$ cat src/core/sar_consts.vh
// Timing and layout constants for the converter's digital core
`ifndef SAR_CONSTS_VH
`define SAR_CONSTS_VH
`define SAR_WIDTH        16
`define SAR_MSB_INIT     16'h8000
`define SAR_CLK_NS       10
`define SAR_BIT_NS       3500
`define SAR_TAIL_NS      40
`define SAR_VALID_NS     20
`define SAR_BIT_CYC      ((`SAR_BIT_NS) / (`SAR_CLK_NS))
`define SAR_TAIL_CYC     (((`SAR_TAIL_NS) + (`SAR_CLK_NS) - 1) / (`SAR_CLK_NS))
`define SAR_CNT_W        9
`endif

$ cat src/core/bit_timer.v
// Bit-period divider for the gated conversion clock
`timescale 1ns/1ps
`default_nettype none
module bit_timer #(
  parameter PERIOD = 350,
  parameter CNT_W  = 9
) (
  // Clock and reset
  input  wire             clk,
  input  wire             srst,
  // Control
  input  wire             restart,
  input  wire             run,
  // Timing
  output wire             tick,
  output wire             hi_nxt,
  output wire [CNT_W-1:0] count
);
  localparam integer     LAST_I = PERIOD - 1;
  localparam integer     HALF_I = PERIOD / 2;
  localparam [CNT_W-1:0] LAST   = LAST_I[CNT_W-1:0];
  localparam [CNT_W-1:0] HALF   = HALF_I[CNT_W-1:0];

  reg  [CNT_W-1:0] cnt_r;
  wire [CNT_W-1:0] cnt_nxt;

  assign tick    = run & (cnt_r == LAST);
  assign cnt_nxt = (restart | tick) ? {CNT_W{1'b0}} : cnt_r + 1'b1;
  // High in the first half of each period, so a bit edge is a rising edge
  assign hi_nxt  = (restart | run) & (cnt_nxt < HALF);
  assign count   = cnt_r;

  always @(posedge clk) begin
    if (srst) begin
      cnt_r <= {CNT_W{1'b0}};
    end else if (restart | run) begin
      cnt_r <= cnt_nxt;
    end
  end
endmodule // bit_timer
`default_nettype wire

$ cat src/core/sar_adc_output_short_cycle.v
// Successive-approximation sequencer with inverted outputs and early stop
`timescale 1ns/1ps
`default_nettype none
`include "sar_consts.vh"
// How it works
// - Result pins drive inverted polarity
// - Inverted plain unipolar, inverted offset bipolar
// - Data settled 20 ns before busy falls
// - Result pins change only on conversion clock rise
// - Early-stop input ends conversion after any bit
// - Stop after bit n, busy clears 40 ns later
// - Conversion completes within tabulated maximum times
// - Unipolar codes follow plain inverted binary
// - Bipolar codes follow inverted offset binary
// - Trigger sets busy, bits decided MSB first
// - Idle gated clock held low until trigger
module sar_adc_output_short_cycle #(
  parameter WIDTH  = `SAR_WIDTH,
  parameter BIT_CYC = `SAR_BIT_CYC
) (
  // Clock and reset
  input  wire             clk,
  input  wire             srst,
  // Pins from outside
  input  wire             start,
  input  wire             comp_in,
  input  wire             short_cycle_n,
  input  wire             bipolar,
  // Parallel result, negative true
  output reg  [WIDTH-1:0] data_n,
  // Status and gated clock
  output reg              busy,
  output reg              conv_clk,
  output reg              inverted_offset_code,
  output reg              inverted_plain_code
);
  localparam [1:0] S_IDLE = 2'd0;
  localparam [1:0] S_ARM  = 2'd1;
  localparam [1:0] S_RUN  = 2'd2;
  localparam [1:0] S_TAIL = 2'd3;
  localparam integer TAIL_I    = `SAR_TAIL_CYC - 1;
  localparam integer LAST_I    = WIDTH - 1;
  localparam [3:0]   TAIL_LAST = TAIL_I[3:0];
  localparam [4:0]   LAST_BIT  = LAST_I[4:0];

  reg  [1:0]       state_r;
  reg  [1:0]       state_nxt;
  reg  [WIDTH-1:0] approximation_register_r;
  reg  [WIDTH-1:0] approximation_register_nxt;
  reg  [4:0]       bit_r;
  reg  [3:0]       since_r;
  reg  [2:0]       start_s_r;
  reg  [2:0]       comp_s_r;
  reg  [2:0]       sc_s_r;
  reg  [2:0]       bip_s_r;
  reg              start_q_r;
  reg              comp_q_r;
  reg              sc_low_q_r;
  reg              bip_q_r;
  reg              last_done_r;
  wire             timer_run;
  wire             tick;
  wire             hi_nxt;
  wire             restart;
  wire             start_q;
  wire             comp_q;
  wire             sc_low_q;
  wire             bip_q;
  wire             decide_end;

  // Three-stage synchronisers; a level counts once stages two and three agree
  always @(posedge clk) begin
    if (srst) begin
      start_s_r <= 3'h0;
      comp_s_r  <= 3'h0;
      sc_s_r    <= 3'h7;
      bip_s_r   <= 3'h0;
    end else begin
      start_s_r <= {start_s_r[1:0], start};
      comp_s_r  <= {comp_s_r[1:0], comp_in};
      sc_s_r    <= {sc_s_r[1:0], short_cycle_n};
      bip_s_r   <= {bip_s_r[1:0], bipolar};
    end
  end

  assign start_q  = (start_s_r[1] == start_s_r[2]) ? start_s_r[2] : start_q_r;
  assign comp_q   = (comp_s_r[1] == comp_s_r[2]) ? comp_s_r[2] : comp_q_r;
  assign sc_low_q = (sc_s_r[1] == sc_s_r[2]) ? ~sc_s_r[2] : sc_low_q_r;
  assign bip_q    = (bip_s_r[1] == bip_s_r[2]) ? bip_s_r[2] : bip_q_r;

  always @(posedge clk) begin
    if (srst) begin
      start_q_r  <= 1'b0;
      comp_q_r   <= 1'b0;
      sc_low_q_r <= 1'b0;
      bip_q_r    <= 1'b0;
    end else begin
      start_q_r  <= start_q;
      comp_q_r   <= comp_q;
      sc_low_q_r <= sc_low_q;
      bip_q_r    <= bip_q;
    end
  end

  // Trailing edge of the trigger initialises the register and starts t0
  assign restart = (state_r == S_ARM) & ~start_q;

  // Timer runs through the tail too, so each bit period stays BIT_CYC long
  assign timer_run = (state_r == S_RUN) | (state_r == S_TAIL);


  bit_timer #(
    .PERIOD (BIT_CYC),
    .CNT_W  (`SAR_CNT_W)
  ) u_timer (
    .clk     (clk),
    .srst    (srst),
    .restart (restart),
    .run     (timer_run),
    .tick    (tick),
    .hi_nxt  (hi_nxt),
    .count   ()
  );

  // The early-stop pin is our own bit n+1 output looped back; it reads
  // low once that bit's trial is set, so it is checked after the settle
  assign decide_end = (since_r == TAIL_LAST) &
                      (last_done_r | sc_low_q);

  always @* begin
    state_nxt = state_r;
    approximation_register_nxt = approximation_register_r;
    case (state_r)
      S_IDLE: begin
        if (start_q) begin
          state_nxt = S_ARM;
        end
      end
      S_ARM: begin
        if (restart) begin
          approximation_register_nxt = `SAR_MSB_INIT;
          state_nxt = S_RUN;
        end
      end
      S_RUN: begin
        if (tick) begin
          // Keep or reject the bit, then set the next trial bit
          approximation_register_nxt[bit_r[3:0]] = comp_q_r;
          if (bit_r != 5'd0) begin
            approximation_register_nxt[bit_r[3:0] - 4'd1] = 1'b1;
          end
          state_nxt = S_TAIL;
        end
      end
      S_TAIL: begin
        if (decide_end) begin
          state_nxt = S_IDLE;
        end else if (since_r == TAIL_LAST) begin
          state_nxt = S_RUN;
        end
      end
      default: begin
        state_nxt = S_IDLE;
      end
    endcase
  end

  always @(posedge clk) begin
    if (srst) begin
      state_r <= S_IDLE;
      approximation_register_r <= {WIDTH{1'b0}};
      bit_r   <= LAST_BIT;
      since_r <= 4'h0;
      last_done_r <= 1'b0;
    end else begin
      state_r <= state_nxt;
      approximation_register_r <= approximation_register_nxt;
      if (restart) begin
        bit_r <= LAST_BIT;
      end else if (tick & (bit_r != 5'd0)) begin
        bit_r <= bit_r - 5'd1;
      end else if (tick) begin
        bit_r <= 5'd0;
      end
      if (tick | restart) begin
        since_r <= 4'h0;
      end else if (since_r != 4'hf) begin
        since_r <= since_r + 4'h1;
      end
      // Bit index alone cannot tell the LSB decision from the one before it
      if (restart) begin
        last_done_r <= 1'b0;
      end else if (tick & (bit_r == 5'd0)) begin
        last_done_r <= 1'b1;
      end
    end
  end

  // Tail state keeps the clock phase running while the stop is judged
  // Outputs; data moves only on the edge where the gated clock rises
  always @(posedge clk) begin
    if (srst) begin
      data_n   <= {WIDTH{1'b1}};
      busy     <= 1'b0;
      conv_clk <= 1'b0;
      inverted_offset_code <= 1'b0;
      inverted_plain_code  <= 1'b1;
    end else begin
      if (restart | tick) begin
        data_n <= ~approximation_register_nxt;
      end
      // Busy falls 40 ns after the last decision, data already 40 ns old
      busy <= (state_nxt != S_IDLE);
      conv_clk <= (state_nxt == S_RUN | state_nxt == S_TAIL) &
                  hi_nxt;
      // Same digital code; the analog scaling supplies the offset
      inverted_offset_code <= bip_q;
      inverted_plain_code  <= ~bip_q;
    end
  end
endmodule // sar_adc_output_short_cycle
`default_nettype wire

$ cat config.mk
export PLATFORM = sky130hd
export DESIGN_NAME = sar_adc_output_short_cycle
export DESIGN_NICKNAME = d
export VERILOG_FILES = /design/src/core/bit_timer.v /design/src/core/sar_adc_output_short_cycle.v
export VERILOG_INCLUDE_DIRS = /design/src /design/src/core
export SDC_FILE = /design/constraint.sdc
export NUM_CORES = 1
export LEC_CHECK = 0
export BUFFER_PORTS_ARGS = -buffer_cell sky130_fd_sc_hd__buf_2
export CORE_MARGIN = 1
export CORE_UTILIZATION = 45
export DETAILED_ROUTE_END_ITERATION = 8
export HOLD_SLACK_MARGIN = 0.15
export PLACE_DENSITY_LB_ADDON = 0.3
export SYNTH_ARGS = -nofsm -noshare
export SYNTH_HDL_FRONTEND = slang
export SYNTH_SLANG_ARGS = --single-unit
$ cat constraint.sdc
create_clock -name clk -period 5.05 [get_ports clk]
set_input_delay 1.01 -clock clk [delete_from_list [all_inputs] [get_ports clk]]
set_output_delay 1.01 -clock clk [all_outputs]
set_load 0.05 [all_outputs]
== Word-level counts from Yosys, hierarchy flattened ==
Cells that the tools add are included.
Widths: inputs -> output; s select.

* Output and inout port bits: 20
* Input port bits: 6
* Register bits: 72

* Bitwise logic cells: 17
* Add/sub/neg operators: 4
* Equal/unequal tests: 12
* Muxes and demuxes: 21
* $lt $le $gt $ge: 5
* Reductions and logical operators: 9

{| class="wikitable"
|+ Operators by type and width
! kind !! number
|-
| $mux 16 || 3
|-
| $pmux 16 s2 || 1
|-
| $bwmux 16 || 1
|-
| $not 16->16 || 1
|-
| $or 16x16->16 || 1
|-
| $lt 4x5->1 const B || 2
|-
| $mux 2 || 5
|-
| $mux 5 || 2
|-
| $add 9x1->9 const B || 1
|-
| $eq 9x9->1 const B || 1
|-
| $lt 9x8->1 const B || 1
|-
| $mux 9 || 1
|-
| $demux 1 s4 || 2
|-
| $eq 2x2->1 const B || 4
|-
| $ge 4x1->1 const B || 2
|-
| $pmux 2 s4 || 1
|-
| $and 1x1->1 || 7
|-
| $logic_not 5->1 || 1
|-
| $mux 1 || 5
|-
| $or 1x1->1 || 5
|-
| $reduce_bool 5->1 || 1
|-
| $sub 5x1->5 const B || 1
|-
| $add 4x1->4 const B || 1
|-
| $eq 1x1->1 || 4
|-
| 9 further kinds || 14
|}

== Longest topological paths before layout ==
* Word-level depth: 10
* Depth in mapped cells: 9
* Mapped depth without buffers: 7

== By module ==
From an unflattened synthesis, not the netlist that was laid out.

* Cell total of the unflattened synthesis: 417
* Area total of the unflattened synthesis: 3513.4 µm²

{| class="wikitable"
|+ By module, submodules not included
! module !! cells each !! times used !! area each (µm²) !! seq. area each (µm²)
|-
| sar_adc_output_short_cycle || 336 || 1 || 2900.3 || 1261.2
|-
| bit_timer || 81 || 1 || 613.1 || 180.2
|}

== Worst setup path before layout ==
OpenSTA, ideal clock, no wires.

* Path kind: input to register
* Start point: input port srst
* End point: register approximation_register_r[15]
* Required time: 4.922 ns
* Data arrival time: 1.915 ns
* Setup time: 0.128 ns
* Path slack: 3.007 ns
* Cell stages on the path: 4
* Path buffers: 3
* Cells stage by stage: clkbuf_1 -> clkbuf_1 -> clkbuf_1 -> nor2_1

{| class="wikitable"
|+ RTL lines
! element !! RTL line !! RTL
|-
| start: declaration || sar_adc_output_short_cycle.v:23 || <nowiki>input wire srst,</nowiki>
|-
| end signal: assignment || sar_adc_output_short_cycle.v:171 || <nowiki>approximation_register_r <= {WIDTH{1'b0}};</nowiki>
|-
| end signal: assignment || sar_adc_output_short_cycle.v:177 || <nowiki>approximation_register_r <= approximation_register_nxt;</nowiki>
|-
| end: declaration || sar_adc_output_short_cycle.v:48 || <nowiki>reg [WIDTH-1:0] approximation_register_r;</nowiki>
|}

No word-level cell between the ends.

== Worst setup path in the final report ==
* Start point: register state_r[0]
* End point: register u_timer.cnt_r[3], in the netlist u_timer.count[3]

* Word-level cells in the longest chain between the ends: 5

{| class="wikitable"
|+ RTL lines
! element !! RTL line !! RTL
|-
| start: declaration || sar_adc_output_short_cycle.v:46 || <nowiki>reg [1:0] state_r;</nowiki>
|-
| start signal: assignment || sar_adc_output_short_cycle.v:176 || <nowiki>state_r <= state_nxt;</nowiki>
|-
| $eq 2x2->1 || sar_adc_output_short_cycle.v:109 || <nowiki>assign timer_run = (state_r == S_RUN) | (state_r == S_TAIL);</nowiki>
|-
| $or 1x1->1 || sar_adc_output_short_cycle.v:109 ||
|-
| $and 1x1->1 || bit_timer.v:27 || <nowiki>assign tick = run & (cnt_r == LAST);</nowiki>
|-
| $or 1x1->1 || bit_timer.v:28 || <nowiki>assign cnt_nxt = (restart | tick) ? {CNT_W{1'b0}} : cnt_r + 1'b1;</nowiki>
|-
| $mux 9 || bit_timer.v:28 ||
|-
| end signal: assignment || bit_timer.v:35 || <nowiki>cnt_r <= {CNT_W{1'b0}};</nowiki>
|-
| end signal: assignment || bit_timer.v:37 || <nowiki>cnt_r <= cnt_nxt;</nowiki>
|-
| end: declaration || bit_timer.v:24 || <nowiki>reg [CNT_W-1:0] cnt_r;</nowiki>
|}

Parallel ways exist; a longest one is shown, timed or not.
A chain may end at the register's enable or synchronous reset.

==> results.md <==
- Wire length of the first global-routing pass: ~14 mm
- Min Hold Slack: between 0.4 and 0.5 ns
- Number of max-slew violations in the final report: 0
- Destination of the worst hold path: bip_s_r[1]
- Clock network latency to the later pin of the worst-skew pair: 0.36 ns
- Post-synth design cell area: between 0.003 and 0.004 sq mm
- Die H: 92.14 um
- Predominant post-synthesis flop cell: dfxtp_1
- Clock transition at the registers of the reported paths: 0.09 ns
- Instance count of the mapped netlist: approximately 420
- Part of the Yosys area used for sequential elements: 39.43%
- PortBufs: 25
- Cell breakdown of the critical path: inv_1 -> ha_1 -> nor2_1 -> and3b_1 -> nor2_4 -> a21oi_1 -> o32ai_1
- Max-slew headroom at the worst pin: around 41%
- Met1 Routed Length: approximately 4.2 mm
- Final Critical Period: approximately 3.0 ns
- Diodes inserted: 0
- Beginning of the worst register-to-register path: state_r[0]
- Leakage power of the design: about 0.0014 uW
- Met3 Wirelength: 419 um
- Setup repair bufs after CTS: 0
- Routed WL per cell: approximately 16 um
- Number of remaining DRC errors: 0
- Max frequency: around 340 MHz
- Worst min-delay path category: flop to flop
- Max-cap violations: 0
- Maximum fanout encountered on the critical timing path: 25
- Final clock skew: between 0.015 and 0.02 ns
- Total clock buffers created by CTS: 9
- CTS Buffer Depth: 2
- Sink count of the clock tree: 72
- Area growth from synthesis to final layout: 8.487%
- Number of failing hold endpoints at the final stage: 0
- Slowest CP cell: nor2_4
- Detailed placement HPWL: 6.042 mm
- Switching power of the nets: 269.3 uW
- Core footprint: 0.007807 sq mm
- Worst Hold Launch: bip_s_r[0]
- Placed Instances: about 530
- Number of ports placed on the die boundary: 26
- CP delay by family, top: simple AND/OR/NAND/NOR gates
- Crit end category: flop
- Die Wd: just over 90 um
- Run status: complete, no violations
- Number of register bits inferred by synthesis: around 70
- Violation count after the first detailed-route iteration: between 150 and 200
- Post-route insts no fill: ~540
- Clk root buf: clkbuf_8
- Via count of the first global-routing pass: a little under 3000
- Final-report setup violation count: 0
- Number of gates resized after cts: 0
- Final antenna-violating net count: 0
- Category of the most critical setup path: flop to flop
- Cell depth of the worst min-delay path: 1
- Worst path bufs/invs: 1
- Unrepaired setup endpoints after global routing: false
- Crit path largest cell delay: approximately 0.64 ns
- Transition time at the pin with the least slew margin: ~0.88 ns
- Average cell area after synthesis: 8.623 sq um
- Row Count: 32
- Minimum setup slack after placement: roughly 2.2 ns
- Via total after detailed routing: between 3000 and 4000
- Setup TNS: 0 ns
- Part of the cycle the worst path needs: about three fifths
- Fraction of registers with async set or reset after synthesis: 0%
- Highest ir drop seen on vdd: around 190 uV
- FF-to-FF End: u_timer.count[3]
- Initial Util: a little under half
- Fraction of layout cells with a size suffix above 1: between 10 and 15%
- Final nets: 455
- Number of nets in the synthesized netlist: between 400 and 500
- Hold buffers post-CTS: 0
- Sum of overflow across all layers after global routing: 0
- Number of enable flip-flop cells after synthesis: 0
- Via-to-Cell Ratio: a little under 6
- Total length of routed wires: around 8.7 mm
- Pin count of the biggest net entering global routing: 44
- Met2 wire length: 3.952 mm
- Post-route worst setup slack: a little over 2 ns
- Depth of the worst register-to-register path: 7
- Combinational Power Share: 3.1%
- Startpoint type of the worst setup path: flop
- Register-to-Register Setup Slack: 2.07 ns
- Proportion of power drawn by flip-flops and latches: between 50 and 60%
- Highest Signal Layer: met4
- Depth of the CTS H-tree: 3
- Fraction of power consumed by the clock network: 41.3%
- Die ar.: 0.008489 sq mm
- Synthesis warning total: 0
- Clock tree from TritonCTS: built
- Total power density per cell area: roughly 260 mW/mm^2
- Int Power: between 700 and 800 uW
- Overall track demand over capacity in global routing: roughly a fifth
- 1st-pass router iterations: 5
- Number of antenna violations at the first check in global routing: 0
- Netlist cell types: slightly below 70
- Crit path required time: around 5.3 ns
- Fraction of power spent switching nets: between 20% and 30%
- Final Wtd Congestion: ~0.94
- Critical Path AT: 3.23 ns
-- per-stage QoR --
step                      utilization, %  cell area [sq um]  power [uW]
after floorplan                        -               3656       616.0
after global placement             48.43               3781       624.1
after detailed placement           48.43               3781       625.4
after CTS                          50.80               3966        1051
after global routing               50.80               3966        1079
final                              50.80               3966        1042
-- synth_stat cells, types with 5 or more instances --
cell,number,share of area (%)
a21oi_1,25,3.4
a31oi_1,14,2.4
a32o_1,6,1.6
clkbuf_1,17,1.7
dfxtp_1,72,39
ha_1,15,5.1
inv_1,12,1.2
nand2_1,34,3.5
nand2b_1,7,1.2
nand3_1,28,3.8
nand4_1,9,1.5
nor2_1,33,3.4
nor2b_1,18,3.1
nor3_1,9,1.2
o21ai_0,8,1.1
o21ai_1,8,1.1
o22ai_1,6,1.0
o32ai_1,6,1.4
or2_2,5,0.86
or3_1,5,0.86
-- routing by layer --
metal	up-vias	track usage, %
met5	-	0
met4	0	8.073
met3	19	4.229
met2	105	32.65
met1	1517	29.27
li1	1578	-
-- flip-flops by register name, summed over array words and instances (netlist names), 3 cells and up --
signal                    flops
bit_r                         5
since_r                       4
start_s_r                     3
bip_s_r                       3
approximation_register_r     16
sc_s_r                        3
u_timer.count                 9
data_n                       16
comp_s_r                      3
-- worst register-to-register path: cells and delay by family, from the launching register on --
kind	cells	cell delay [ns]
AOI/OAI and AO/OA	2	0.47
adders and majority gates	1	0.36
buffers and inverters	1	0.08
DFF	1	0.39
and+or+nand+nor	3	1.58
-- final cells by class --
type	instances	area, sq um
fill	746	3841
multi-input combinational	313	2034
sequential	72	1441
timing repair buffer	26	132.6
tap	102	127.6
clock buffer	9	123.9
clock inverter	7	61.31
inverter	12	45.04
-- worst max path at each step --
stage	start	endpoint	slack (ns)	depth (start not counted)
final	state_r[0]	u_timer.count[3]	2.07	7
after global routing	state_r[0]	u_timer.count[5]	1.88	7
after CTS	state_r[0]	u_timer.count[3]	2.13	7
after detailed placement	state_r[0]	u_timer.count[3]	2.15	7
after global placement	state_r[0]	u_timer.count[6]	2.37	7
after floorplan	srst	approximation_register_r[15]	3.01	4
-- logic make-up after synthesis --
group | Yosys count | share of synthesized area (%)
adders and majority gates | 17 | 5.715
xor gates and xnor gates | 4 | 0.9581
DFF | 72 | 39.42
AOI/OAI and AO/OA | 112 | 22.01
muxes | 4 | 1.095
and+or+nand+nor | 176 | 25.87
buffers and inverters | 39 | 4.928
-- placed cells by master, fill, tap and decap left out, types with 5 or more instances in the layout --
master,count
nor3_1,9
a31oi_1,14
o32ai_1,6
buf_2,25
clkbuf_8,9
nor2_1,33
nand2_1,34
nand4_1,9
o22ai_1,6
or2_2,5
a32o_1,6
nand2b_1,7
inv_1,12
dfxtp_1,72
o21ai_1,8
ha_1,15
nor2b_1,18
nand3_1,28
a21oi_1,25
or3_1,5
o21ai_0,8
-- power groups by stage --
stage	registers [uW]	clock network (uW)	logic (uW)
2_1_floorplan	596	0	20.3
3_3_place_gp	592	0	31.7
3_5_place_dp	593	0	32.6
4_1_cts	579	439	32.7
5_1_grt	581	462	36.2
6_report	579	430	32.5
Power figures use the tool's default switching activity.
